==> src/rtl/sysctl_pkg.sv <==
// shared constants and types for the deep-sleep gating / soft reset block
// assumes one 20 MHz clock and an AXI4-Lite master on the register side
package sysctl_pkg;
  localparam int unsigned ADDR_W = 12;
  localparam int unsigned PORT_N = 5;
  localparam int unsigned EV_N = 2;
  localparam logic [11:0] SOFT_RESET_CTRL_0_OFF = 12'h040;
  localparam logic [11:0] DEEP_SLEEP_CLOCK_GATE_2_OFF = 12'h128;
  localparam logic [11:0] EVENT_STATUS_OFF = 12'h200;
  localparam logic [11:0] EVENT_MASK_OFF = 12'h204;
  localparam logic [4:0] DSCG_RESET = 5'h00;
  localparam logic [1:0] EV_RESET = 2'h0;
  localparam int unsigned PORT_A_GATE = 0;
  localparam int unsigned PORT_B_GATE = 1;
  localparam int unsigned PORT_C_GATE = 2;
  localparam int unsigned PORT_D_GATE = 3;
  localparam int unsigned PORT_E_GATE = 4;
  localparam int unsigned PWM_BIT = 20;
  localparam int unsigned ADC_BIT = 16;
  localparam int unsigned WATCHDOG_BIT = 3;
  localparam int unsigned EV_GATE_FAULT = 0;
  localparam int unsigned EV_CAP_DROP = 1;
  localparam logic [1:0] RESP_OKAY = 2'h0;
  localparam logic [1:0] RESP_SLVERR = 2'h2;
  typedef enum logic [2:0] {
    PM_RUN = 3'h1,
    PM_SLEEP = 3'h2,
    PM_DEEP = 3'h4
  } power_mode_t;
  typedef struct packed {
    logic pwm_reset;
    logic adc_reset;
    logic watchdog_reset_ctl;
  } unit_reset_t;
  localparam unit_reset_t SRST_RESET = unit_reset_t'(3'h0);
endpackage

==> src/rtl/axil_port.sv <==
// AXI4-Lite slave front end: one write and one read in flight at most
// assumes the register file answers wr_err, rd_data, rd_err combinationally
`timescale 1ns/1ps
module axil_port (
  input wire logic clk,
  input wire logic rst_n,
  input wire logic awvalid,
  output logic awready,
  input wire logic [11:0] awaddr,
  input wire logic wvalid,
  output logic wready,
  input wire logic [31:0] wdata,
  input wire logic [3:0] wstrb,
  output logic bvalid,
  input wire logic bready,
  output logic [1:0] bresp,
  input wire logic arvalid,
  output logic arready,
  input wire logic [11:0] araddr,
  output logic rvalid,
  input wire logic rready,
  output logic [31:0] rdata,
  output logic [1:0] rresp,
  output logic wr_en,
  output logic [11:0] wr_addr,
  output logic [31:0] wr_data,
  output logic [3:0] wr_strb,
  input wire logic wr_err,
  output logic rd_en,
  output logic [11:0] rd_addr,
  input wire logic [31:0] rd_data,
  input wire logic rd_err
);
  logic aw_hold_q;
  logic w_hold_q;
  logic rd_pend_q;

  localparam logic [1:0] RESP_OKAY_L = sysctl_pkg::RESP_OKAY;

  // address and data are taken in either order, then written together
  assign wr_en = aw_hold_q & w_hold_q & ~bvalid;
  assign rd_en = rd_pend_q;

  always_ff @(posedge clk or negedge rst_n) begin
    if (!rst_n) begin
      aw_hold_q <= 1'b0;
      awready <= 1'b1;
      wr_addr <= 12'h000;
    end else if (awvalid && awready) begin
      aw_hold_q <= 1'b1;
      awready <= 1'b0;
      wr_addr <= awaddr;
    end else if (wr_en) begin
      aw_hold_q <= 1'b0;
    end else if (bvalid && bready) begin
      awready <= 1'b1;
    end
  end

  always_ff @(posedge clk or negedge rst_n) begin
    if (!rst_n) begin
      w_hold_q <= 1'b0;
      wready <= 1'b1;
      wr_data <= 32'h00000000;
      wr_strb <= 4'h0;
    end else if (wvalid && wready) begin
      w_hold_q <= 1'b1;
      wready <= 1'b0;
      wr_data <= wdata;
      wr_strb <= wstrb;
    end else if (wr_en) begin
      w_hold_q <= 1'b0;
    end else if (bvalid && bready) begin
      wready <= 1'b1;
    end
  end

  always_ff @(posedge clk or negedge rst_n) begin
    if (!rst_n) begin
      bvalid <= 1'b0;
      bresp <= RESP_OKAY_L;
    end else if (wr_en) begin
      bvalid <= 1'b1;
      bresp <= wr_err ? sysctl_pkg::RESP_SLVERR : sysctl_pkg::RESP_OKAY;
    end else if (bready) begin
      bvalid <= 1'b0;
    end
  end

  always_ff @(posedge clk or negedge rst_n) begin
    if (!rst_n) begin
      arready <= 1'b1;
      rd_pend_q <= 1'b0;
      rd_addr <= 12'h000;
      rvalid <= 1'b0;
      rdata <= 32'h00000000;
      rresp <= RESP_OKAY_L;
    end else if (arvalid && arready) begin
      arready <= 1'b0;
      rd_pend_q <= 1'b1;
      rd_addr <= araddr;
    end else if (rd_pend_q) begin
      rd_pend_q <= 1'b0;
      rvalid <= 1'b1;
      rdata <= rd_data;
      rresp <= rd_err ? sysctl_pkg::RESP_SLVERR : sysctl_pkg::RESP_OKAY;
    end else if (rvalid && rready) begin
      rvalid <= 1'b0;
      arready <= 1'b1;
    end
  end
endmodule

==> src/rtl/deep_sleep_gating_and_soft_reset.sv <==
// deep-sleep port clock gating and first soft reset register, AXI4-Lite
// assumes mode, run/sleep gating, auto select and capabilities come from
// neighbouring system control logic on the same clock
`timescale 1ns/1ps
module deep_sleep_gating_and_soft_reset (
  input wire logic clk,
  input wire logic rst_n,
  input wire logic awvalid,
  output logic awready,
  input wire logic [11:0] awaddr,
  input wire logic wvalid,
  output logic wready,
  input wire logic [31:0] wdata,
  input wire logic [3:0] wstrb,
  output logic bvalid,
  input wire logic bready,
  output logic [1:0] bresp,
  input wire logic arvalid,
  output logic arready,
  input wire logic [11:0] araddr,
  output logic rvalid,
  input wire logic rready,
  output logic [31:0] rdata,
  output logic [1:0] rresp,
  input wire logic sleep_mode,
  input wire logic deep_sleep_mode,
  input wire logic auto_gating_select,
  input wire logic [4:0] run_clock_gate_2,
  input wire logic [4:0] sleep_clock_gate_2,
  input wire logic [31:0] capabilities_one,
  input wire logic [4:0] unit_access,
  output logic [4:0] port_clk_en_q,
  output sysctl_pkg::unit_reset_t unit_reset_q,
  output logic bus_fault_q,
  output logic irq_q
);
  logic wr_en;
  logic [11:0] wr_addr;
  logic [31:0] wr_data;
  logic [3:0] wr_strb;
  logic wr_err;
  logic rd_en;
  logic [11:0] rd_addr;
  logic [31:0] rd_data;
  logic rd_err;
  logic [31:0] byte_mask;
  logic [4:0] dscg_q;
  logic [1:0] ev_status_q;
  logic [1:0] ev_mask_q;
  logic [1:0] ev_set;
  logic [4:0] fault_bit;
  logic srst_sel;
  logic [31:0] srst_word;
  logic cap_drop;
  logic seen_q;
  sysctl_pkg::power_mode_t pm_q;

  axil_port u_port (
    .clk(clk),
    .rst_n(rst_n),
    .awvalid(awvalid),
    .awready(awready),
    .awaddr(awaddr),
    .wvalid(wvalid),
    .wready(wready),
    .wdata(wdata),
    .wstrb(wstrb),
    .bvalid(bvalid),
    .bready(bready),
    .bresp(bresp),
    .arvalid(arvalid),
    .arready(arready),
    .araddr(araddr),
    .rvalid(rvalid),
    .rready(rready),
    .rdata(rdata),
    .rresp(rresp),
    .wr_en(wr_en),
    .wr_addr(wr_addr),
    .wr_data(wr_data),
    .wr_strb(wr_strb),
    .wr_err(wr_err),
    .rd_en(rd_en),
    .rd_addr(rd_addr),
    .rd_data(rd_data),
    .rd_err(rd_err)
  );

  // power mode tracker; deep-sleep wins if both requests are high
  always_ff @(posedge clk or negedge rst_n) begin
    if (!rst_n) begin
      pm_q <= sysctl_pkg::PM_RUN;
    end else begin
      case (pm_q)
        sysctl_pkg::PM_RUN,
        sysctl_pkg::PM_SLEEP,
        sysctl_pkg::PM_DEEP: begin
          if (deep_sleep_mode) begin
            pm_q <= sysctl_pkg::PM_DEEP;
          end else if (sleep_mode) begin
            pm_q <= sysctl_pkg::PM_SLEEP;
          end else begin
            pm_q <= sysctl_pkg::PM_RUN;
          end
        end
        default: pm_q <= sysctl_pkg::PM_RUN;
      endcase
    end
  end

  gate_select u_sel (
    .clk(clk),
    .rst_n(rst_n),
    .mode(pm_q),
    .auto_gating_select(auto_gating_select),
    .run_gate(run_clock_gate_2),
    .sleep_gate(sleep_clock_gate_2),
    .deep_gate(dscg_q),
    .gate_q(port_clk_en_q)
  );

  assign byte_mask = {{8{wr_strb[3]}}, {8{wr_strb[2]}},
                      {8{wr_strb[1]}}, {8{wr_strb[0]}}};

  // only bits 4..0 exist, so only byte lane 0 matters here
  always_ff @(posedge clk or negedge rst_n) begin
    if (!rst_n) begin
      dscg_q <= sysctl_pkg::DSCG_RESET;
    end else if (wr_en && wr_addr == sysctl_pkg::DEEP_SLEEP_CLOCK_GATE_2_OFF
                 && wr_strb[0]) begin
      dscg_q <= wr_data[4:0];
    end
  end

  assign srst_sel = wr_en && wr_addr == sysctl_pkg::SOFT_RESET_CTRL_0_OFF;
  assign srst_word = wr_data & byte_mask;

  // absent capability keeps the old bit, which can be one if written while the capability was present
  always_ff @(posedge clk or negedge rst_n) begin
    if (!rst_n) begin
      unit_reset_q <= sysctl_pkg::SRST_RESET;
    end else if (srst_sel) begin
      if (capabilities_one[sysctl_pkg::PWM_BIT]
          && byte_mask[sysctl_pkg::PWM_BIT]) begin
        unit_reset_q.pwm_reset <= srst_word[sysctl_pkg::PWM_BIT];
      end
      if (capabilities_one[sysctl_pkg::ADC_BIT]
          && byte_mask[sysctl_pkg::ADC_BIT]) begin
        unit_reset_q.adc_reset <= srst_word[sysctl_pkg::ADC_BIT];
      end
      if (capabilities_one[sysctl_pkg::WATCHDOG_BIT]
          && byte_mask[sysctl_pkg::WATCHDOG_BIT]) begin
        unit_reset_q.watchdog_reset_ctl <=
          srst_word[sysctl_pkg::WATCHDOG_BIT];
      end
    end
  end

  // a write that tried to set a bit the capabilities mask away
  assign cap_drop = srst_sel && ((srst_word[sysctl_pkg::PWM_BIT]
                    && !capabilities_one[sysctl_pkg::PWM_BIT])
                    || (srst_word[sysctl_pkg::ADC_BIT]
                    && !capabilities_one[sysctl_pkg::ADC_BIT])
                    || (srst_word[sysctl_pkg::WATCHDOG_BIT]
                    && !capabilities_one[sysctl_pkg::WATCHDOG_BIT]));

  genvar gi;
  generate
    for (gi = 0; gi < sysctl_pkg::PORT_N; gi++) begin : g_fault
      assign fault_bit[gi] = unit_access[gi] & ~port_clk_en_q[gi];
    end
  endgenerate

  always_ff @(posedge clk or negedge rst_n) begin
    if (!rst_n) begin
      bus_fault_q <= 1'b0;
    end else begin
      bus_fault_q <= |fault_bit;
    end
  end

  always_comb begin
    ev_set = sysctl_pkg::EV_RESET;
    ev_set[sysctl_pkg::EV_GATE_FAULT] = |fault_bit;
    ev_set[sysctl_pkg::EV_CAP_DROP] = cap_drop;
  end

  // read clears the status, but a new event in that cycle still lands
  always_ff @(posedge clk or negedge rst_n) begin
    if (!rst_n) begin
      ev_status_q <= sysctl_pkg::EV_RESET;
    end else if (rd_en && rd_addr == sysctl_pkg::EVENT_STATUS_OFF) begin
      ev_status_q <= ev_set;
    end else begin
      ev_status_q <= ev_status_q | ev_set;
    end
  end

  always_ff @(posedge clk or negedge rst_n) begin
    if (!rst_n) begin
      ev_mask_q <= sysctl_pkg::EV_RESET;
    end else if (wr_en && wr_addr == sysctl_pkg::EVENT_MASK_OFF && wr_strb[0]) begin
      ev_mask_q <= wr_data[1:0];
    end
  end

  always_ff @(posedge clk or negedge rst_n) begin
    if (!rst_n) begin
      irq_q <= 1'b0;
    end else begin
      irq_q <= |(ev_status_q & ev_mask_q);
    end
  end

  always_comb begin
    rd_data = 32'h00000000;
    rd_err = 1'b0;
    case (rd_addr)
      sysctl_pkg::DEEP_SLEEP_CLOCK_GATE_2_OFF: rd_data[4:0] = dscg_q;
      sysctl_pkg::SOFT_RESET_CTRL_0_OFF: begin
        rd_data[sysctl_pkg::PWM_BIT] = unit_reset_q.pwm_reset;
        rd_data[sysctl_pkg::ADC_BIT] = unit_reset_q.adc_reset;
        rd_data[sysctl_pkg::WATCHDOG_BIT] = unit_reset_q.watchdog_reset_ctl;
      end
      sysctl_pkg::EVENT_STATUS_OFF: rd_data[1:0] = ev_status_q;
      sysctl_pkg::EVENT_MASK_OFF: rd_data[1:0] = ev_mask_q;
      default: rd_err = 1'b1;
    endcase
  end

  always_comb begin
    case (wr_addr)
      sysctl_pkg::DEEP_SLEEP_CLOCK_GATE_2_OFF,
      sysctl_pkg::SOFT_RESET_CTRL_0_OFF,
      sysctl_pkg::EVENT_STATUS_OFF,
      sysctl_pkg::EVENT_MASK_OFF: wr_err = 1'b0;
      default: wr_err = 1'b1;
    endcase
  end

  // marks the first cycle after reset release for the checks below
  always_ff @(posedge clk or negedge rst_n) begin
    if (!rst_n) begin
      seen_q <= 1'b0;
    end else begin
      seen_q <= 1'b1;
    end
  end

  a_reset_clear_state: assert property (@(posedge clk) disable iff (!rst_n)
    !seen_q |-> dscg_q == 5'h00 && unit_reset_q == sysctl_pkg::SRST_RESET)
    else $error("gating or soft reset not zero after reset");

  a_deep_gate_used: assert property (@(posedge clk) disable iff (!rst_n)
    pm_q == sysctl_pkg::PM_DEEP && auto_gating_select
    |=> port_clk_en_q == $past(dscg_q))
    else $error("deep-sleep gating not applied in deep-sleep");

  a_run_gate_default: assert property (@(posedge clk) disable iff (!rst_n)
    !auto_gating_select |=> port_clk_en_q == $past(run_clock_gate_2))
    else $error("run gating not applied without auto select");

  a_gated_fault: assert property (@(posedge clk) disable iff (!rst_n)
    (|(unit_access & ~port_clk_en_q)) |=> bus_fault_q
    && ev_status_q[sysctl_pkg::EV_GATE_FAULT])
    else $error("access to stopped port gave no fault");

  a_open_no_fault: assert property (@(posedge clk) disable iff (!rst_n)
    !(|(unit_access & ~port_clk_en_q)) |=> !bus_fault_q)
    else $error("fault raised for a clocked port");

  a_gate_read_zero: assert property (@(posedge clk) disable iff (!rst_n)
    rd_en && rd_addr == sysctl_pkg::DEEP_SLEEP_CLOCK_GATE_2_OFF
    |-> rd_data[31:5] == 27'h0000000 && rd_data[4:0] == dscg_q)
    else $error("gating read shows reserved bits");

  a_gate_write_lands: assert property (@(posedge clk) disable iff (!rst_n)
    wr_en && wr_addr == sysctl_pkg::DEEP_SLEEP_CLOCK_GATE_2_OFF && wr_strb[0]
    |=> dscg_q == $past(wr_data[4:0]))
    else $error("gating write lost");

  a_cap_mask_write: assert property (@(posedge clk) disable iff (!rst_n)
    srst_sel && !capabilities_one[sysctl_pkg::PWM_BIT]
    |=> $stable(unit_reset_q.pwm_reset))
    else $error("soft reset bit written without capability");

  a_srst_write: assert property (@(posedge clk) disable iff (!rst_n)
    srst_sel && wr_strb == 4'hF && (&capabilities_one)
    |=> unit_reset_q == {$past(wr_data[20]), $past(wr_data[16]), $past(wr_data[3])})
    else $error("soft reset write not applied");

  a_reset_held: assert property (@(posedge clk) disable iff (!rst_n)
    unit_reset_q.pwm_reset && !srst_sel |=> unit_reset_q.pwm_reset)
    else $error("unit left reset without a write");

  a_irq_level: assert property (@(posedge clk) disable iff (!rst_n)
    (|(ev_status_q & ev_mask_q)) |=> irq_q)
    else $error("interrupt not raised for unmasked event");

  c_deep_mode: cover property (@(posedge clk) disable iff (!rst_n)
    pm_q == sysctl_pkg::PM_DEEP && auto_gating_select);
  c_bus_fault: cover property (@(posedge clk) disable iff (!rst_n) bus_fault_q);
  c_srst_set: cover property (@(posedge clk) disable iff (!rst_n)
    $rose(unit_reset_q.watchdog_reset_ctl));
  c_irq: cover property (@(posedge clk) disable iff (!rst_n) $rose(irq_q));
endmodule

==> src/rtl/gate_select.sv <==
// picks the live port clock enables from the mode-specific gating sets
// assumes mode and all gating sets are on the same clock
`timescale 1ns/1ps
module gate_select (
  input wire logic clk,
  input wire logic rst_n,
  input sysctl_pkg::power_mode_t mode,
  input wire logic auto_gating_select,
  input wire logic [4:0] run_gate,
  input wire logic [4:0] sleep_gate,
  input wire logic [4:0] deep_gate,
  output logic [4:0] gate_q
);
  logic [4:0] gate_d;

  always_comb begin
    gate_d = run_gate;
    if (auto_gating_select) begin
      case (mode)
        sysctl_pkg::PM_SLEEP: gate_d = sleep_gate;
        sysctl_pkg::PM_DEEP: gate_d = deep_gate;
        default: gate_d = run_gate;
      endcase
    end
  end

  // registered so the enables never glitch on a mode change
  always_ff @(posedge clk or negedge rst_n) begin
    if (!rst_n) begin
      gate_q <= sysctl_pkg::DSCG_RESET;
    end else begin
      gate_q <= gate_d;
    end
  end
endmodule

==> config.mk <==
export PLATFORM = sky130hd
export DESIGN_NAME = deep_sleep_gating_and_soft_reset
export DESIGN_NICKNAME = d
export VERILOG_FILES = /design/src/rtl/sysctl_pkg.sv /design/src/rtl/axil_port.sv /design/src/rtl/deep_sleep_gating_and_soft_reset.sv /design/src/rtl/gate_select.sv
export SDC_FILE = /design/constraint.sdc
export NUM_CORES = 1
export LEC_CHECK = 0
export BUFFER_PORTS_ARGS = -buffer_cell sky130_fd_sc_hd__buf_2
export CORE_MARGIN = 2
export CORE_UTILIZATION = 45
export CTS_BUF_LIST = sky130_fd_sc_hd__clkbuf_8
export DETAILED_ROUTE_END_ITERATION = 8
export PLACE_DENSITY = 0.81
export SETUP_SLACK_MARGIN = 0.3
export SYNTH_ARGS = -nofsm -noshare
export SYNTH_HDL_FRONTEND = slang
export SYNTH_SLANG_ARGS = --single-unit
export TNS_END_PERCENT = 10
==> constraint.sdc <==
create_clock -name clk -period 2.6 [get_ports clk]
set_input_delay 0.13 -clock clk [delete_from_list [all_inputs] [get_ports clk]]
set_output_delay 0.13 -clock clk [all_outputs]
set_load 0.005 [all_outputs]
==> results.md <==
* H-tree depth at 3
* Vias per cell at 4.94
* Drt pass-1 iters at 4
* Startpoint Class: flop
* Critical path fanouts, max at 5
* Vias in the first global route at around 2,400
* PortBufs at 84
* Synth warn at 0
* Max cap viols at 0
* DP HPWL at 4980 um
* Starting density of the core at 46.5%
* Final core utilization at 56.2%
* Slew Limit Fails at 0
* Clock buffer depth at 2
* DR DRC count at 0
* Max Fclk at 485 MHz
* Area Growth Syn to Fin at 21.0%
* GP Congestion at ~0.75
* Syn_area_per_cell at 11.8 um2
* Buf+Inv Stages, Crit Path at 0
* Pin count of the biggest net entering global routing at 28
* Die Ht at 90.3 um
* Syn Inst Count at 285
* Share of post-route cells with drive strength above 1 at 39.1%
* Worst Clk Skew at 0.0124 ns
* Post-Syn Area at 0.00335 mm2
* Final WL at 6540 um
* Ports at 168
* Later-pin clock latency in the skew report at 0.34 ns
* TritonCTS Buffers at 9
* Kind of cell adding the most delay to the critical path: simple AND/OR/NAND/NOR gates
* Cell row count at 31
* Count of different cell masters after synthesis at 42
* Routed via count at ~2,400
* RSZ-0062 raised after global routing: no
* Fin crit share at 79.2%
* Worst Hold Class: input pin to flop
* Status: finished clean
* Sequential area share after synthesis at between 50% and 60%
* Root Buffer: clkbuf_8
* DIE AREA at 0.00815 mm2
* Peak supply drop at 0.000526 V
* Non-filler cells in the finished layout at 490
* Drt first-iter violations at 65
* TNS Setup at 0 ns
* First-pass GRT wire length at 11,000 um
* CP peak stage delay at 0.55 ns
* Crit. End Element: flop
* Nets at 503
* Die X at 90.3 um
* Actual slew at the worst max-slew pin at 0.694 ns
* Final hold vios at 0
* Critical setup path kind: flop to flop
* Cts repair resizes at 0
* CTS tree: done
* Placed cells at between 400 and 500
* Overflow after GRT at 0
* #FFs+latches synth at 72
* Design Power at about 0.0035 W
* Arrival @ worst endpoint at 2.27 ns
* Antenna violations before repair at 0
* PD cells at 868 mW/mm2
* Drt wl/cell at 13.3 um
* Final WS setup at 0.540 ns
* Dpl ws at 0.511 ns
* Critical path's slowest cell: or4_4
* Leak Pwr at 1.99 nW
* CTS Sinks at 72
* Min Tclk post-route at between 2 and 2.5 ns
* Core area at approximately 0.0072 mm2
* Final setup viols at 0
* Gr usage total at 17.0%
* Critical path cell sequence: or4_4, nor4_4, nor4b_4, mux2_2
* Post-route ant nets at 0
* WP data required at 2.81 ns
* Clk slew on worst S/H paths at 0.07 ns
* Slew HR at between 50% and 60%
* Ant diodes at 0
worst paths after layout:
check / from / endpoint / slack (ns) / cells past startpoint
worst max-delay path: u_port.wr_addr[1] / dscg_q[4] / 0.54 / 4
worst min-delay path: awaddr[3] / u_port.wr_addr[3] / 0.02 / 2
worst max register to register: u_port.wr_addr[1] / dscg_q[4] / 0.54 / 4
worst min register to register: u_port.rresp[1] / u_port.rresp[1] / 0.47 / 2
max in group asynchronous: rst_n / u_port.arready / 1.55 / 3
min in group asynchronous: rst_n / u_port.wr_addr[9] / 0.28 / 2
report_power, final:
group | switching, W | internal, W | leakage, nW
Combinational | 0.000413 | 0.000543 | 0.991
Sequential | 0.000340 | 0.00151 | 0.899
Clock | 0.000383 | 0.000331 | 0.0980
Total | 0.00114 | 0.00238 | 1.99
cell usage after synthesis:
cell / number / area share, %
a21bo_2: 1 / 0.30
a21o_1: 3 / 0.67
a21oi_1: 6 / 0.90
a222oi_1: 1 / 0.30
a22o_1: 6 / 1.6
a31oi_1: 5 / 0.93
a32o_1: 1 / 0.30
a41oi_1: 1 / 0.26
and2_1: 1 / 0.19
and3_1: 1 / 0.19
and3b_1: 1 / 0.26
buf_1: 1 / 0.11
buf_4: 27 / 6.0
clkbuf_1: 6 / 0.67
conb_1: 1 / 0.11
dfrtp_1: 68 / 51
dfstp_2: 4 / 3.1
inv_1: 15 / 1.7
mux2_2: 45 / 15
mux2i_1: 2 / 0.60
nand2_1: 18 / 2.0
nand2b_1: 6 / 1.1
nand3_1: 4 / 0.60
nand3b_1: 2 / 0.45
nand4_1: 7 / 1.3
nand4bb_1: 1 / 0.34
nor2_1: 10 / 1.1
nor2b_1: 4 / 0.75
nor3_1: 5 / 0.75
nor3b_1: 1 / 0.22
nor4_1: 1 / 0.19
nor4_4: 1 / 0.63
nor4b_1: 1 / 0.26
nor4b_2: 1 / 0.45
nor4b_4: 1 / 0.71
o211ai_1: 1 / 0.22
o21ai_0: 11 / 1.6
o221ai_1: 1 / 0.26
o22ai_1: 5 / 0.93
o31ai_1: 6 / 1.3
or4_4: 1 / 0.34
xnor2_1: 1 / 0.26
layer usage:
layer  part of all wire (%)  wire (um)  GRT usage [%]  up-vias
li1                       -          -              -     1166
met1                     42       2730           20.7     1157
met2                     49       3210           27.6       93
met3                    8.1        531           7.10        6
met4                    1.1         70           5.38        0
met5                      0          0              0        -
per-stage QoR:
stage,hold WS [ns],area (um2)
3_5_place_dp,0.134,3790
6_report,0.0222,4060
5_1_grt,0.000912,4060
2_1_floorplan,-0.166,3450
4_1_cts,0.00486,4020
3_3_place_gp,0.132,3790
flip-flops by register name (all words and copies together), names as in the netlist, 2 cells and up:
name and cells:
u_port.rd_addr 12, u_port.wr_addr 12, u_port.rdata 7, u_port.wr_data 7, dscg_q 5, u_sel.gate_q 5
pm_q 3, unit_reset_q 3, ev_mask_q 2, ev_status_q 2, u_port.wr_strb 2
area by class of cell:
type	instances	area (um2)
fill	656	3160
sequential	72	1810
tap	99	124
clock buffer	9	124
inverter	15	56.3
multi-input combinational	190	1360
timing repair buffer	98	553
clock inverter	7	33.8
logic make-up after synthesis:
group                     synth area share [%]
and+or+nand+nor                           11.9
muxes                                     15.7
DFF                                       53.9
buffers and inverters                     8.51
AOI/OAI and AO/OA                         9.63
xor gates and xnor gates                 0.261
other                                    0.112
worst reg2reg max path, cell delays in order (launching register included):
cell	delay, ns
dfrtp_1	0.38
or4_4	0.55
nor4_4	0.20
nor4b_4	0.43
mux2_2	0.39
what timing repair did:
item | 4_1_cts | 5_1_grt
hold endpoints to repair | 25 | 4
endpoints found under the setup margin | 0 | 0
buffers inserted | 0 | 0
hold buffers | 7 | 4
cell usage in the layout (no fill, tap or decap), types with 4 or more instances in the layout:
cell type,netlist,final
o22ai_1,5,5
dlygate4sd3_1,0,11
nand4_1,7,7
a21oi_1,6,6
a31oi_1,5,5
nand2b_1,6,6
nor3_1,5,5
buf_2,0,84
conb_1,1,27
mux2_2,45,45
o21ai_0,11,11
a22o_1,6,6
inv_1,15,19
o31ai_1,6,6
nand2_1,18,18
nand3_1,4,4
clkbuf_8,0,9
dfstp_2,4,4
nor2_1,10,10
dfrtp_1,68,68
nor2b_1,4,4
(Power assumes the default switching activity.)
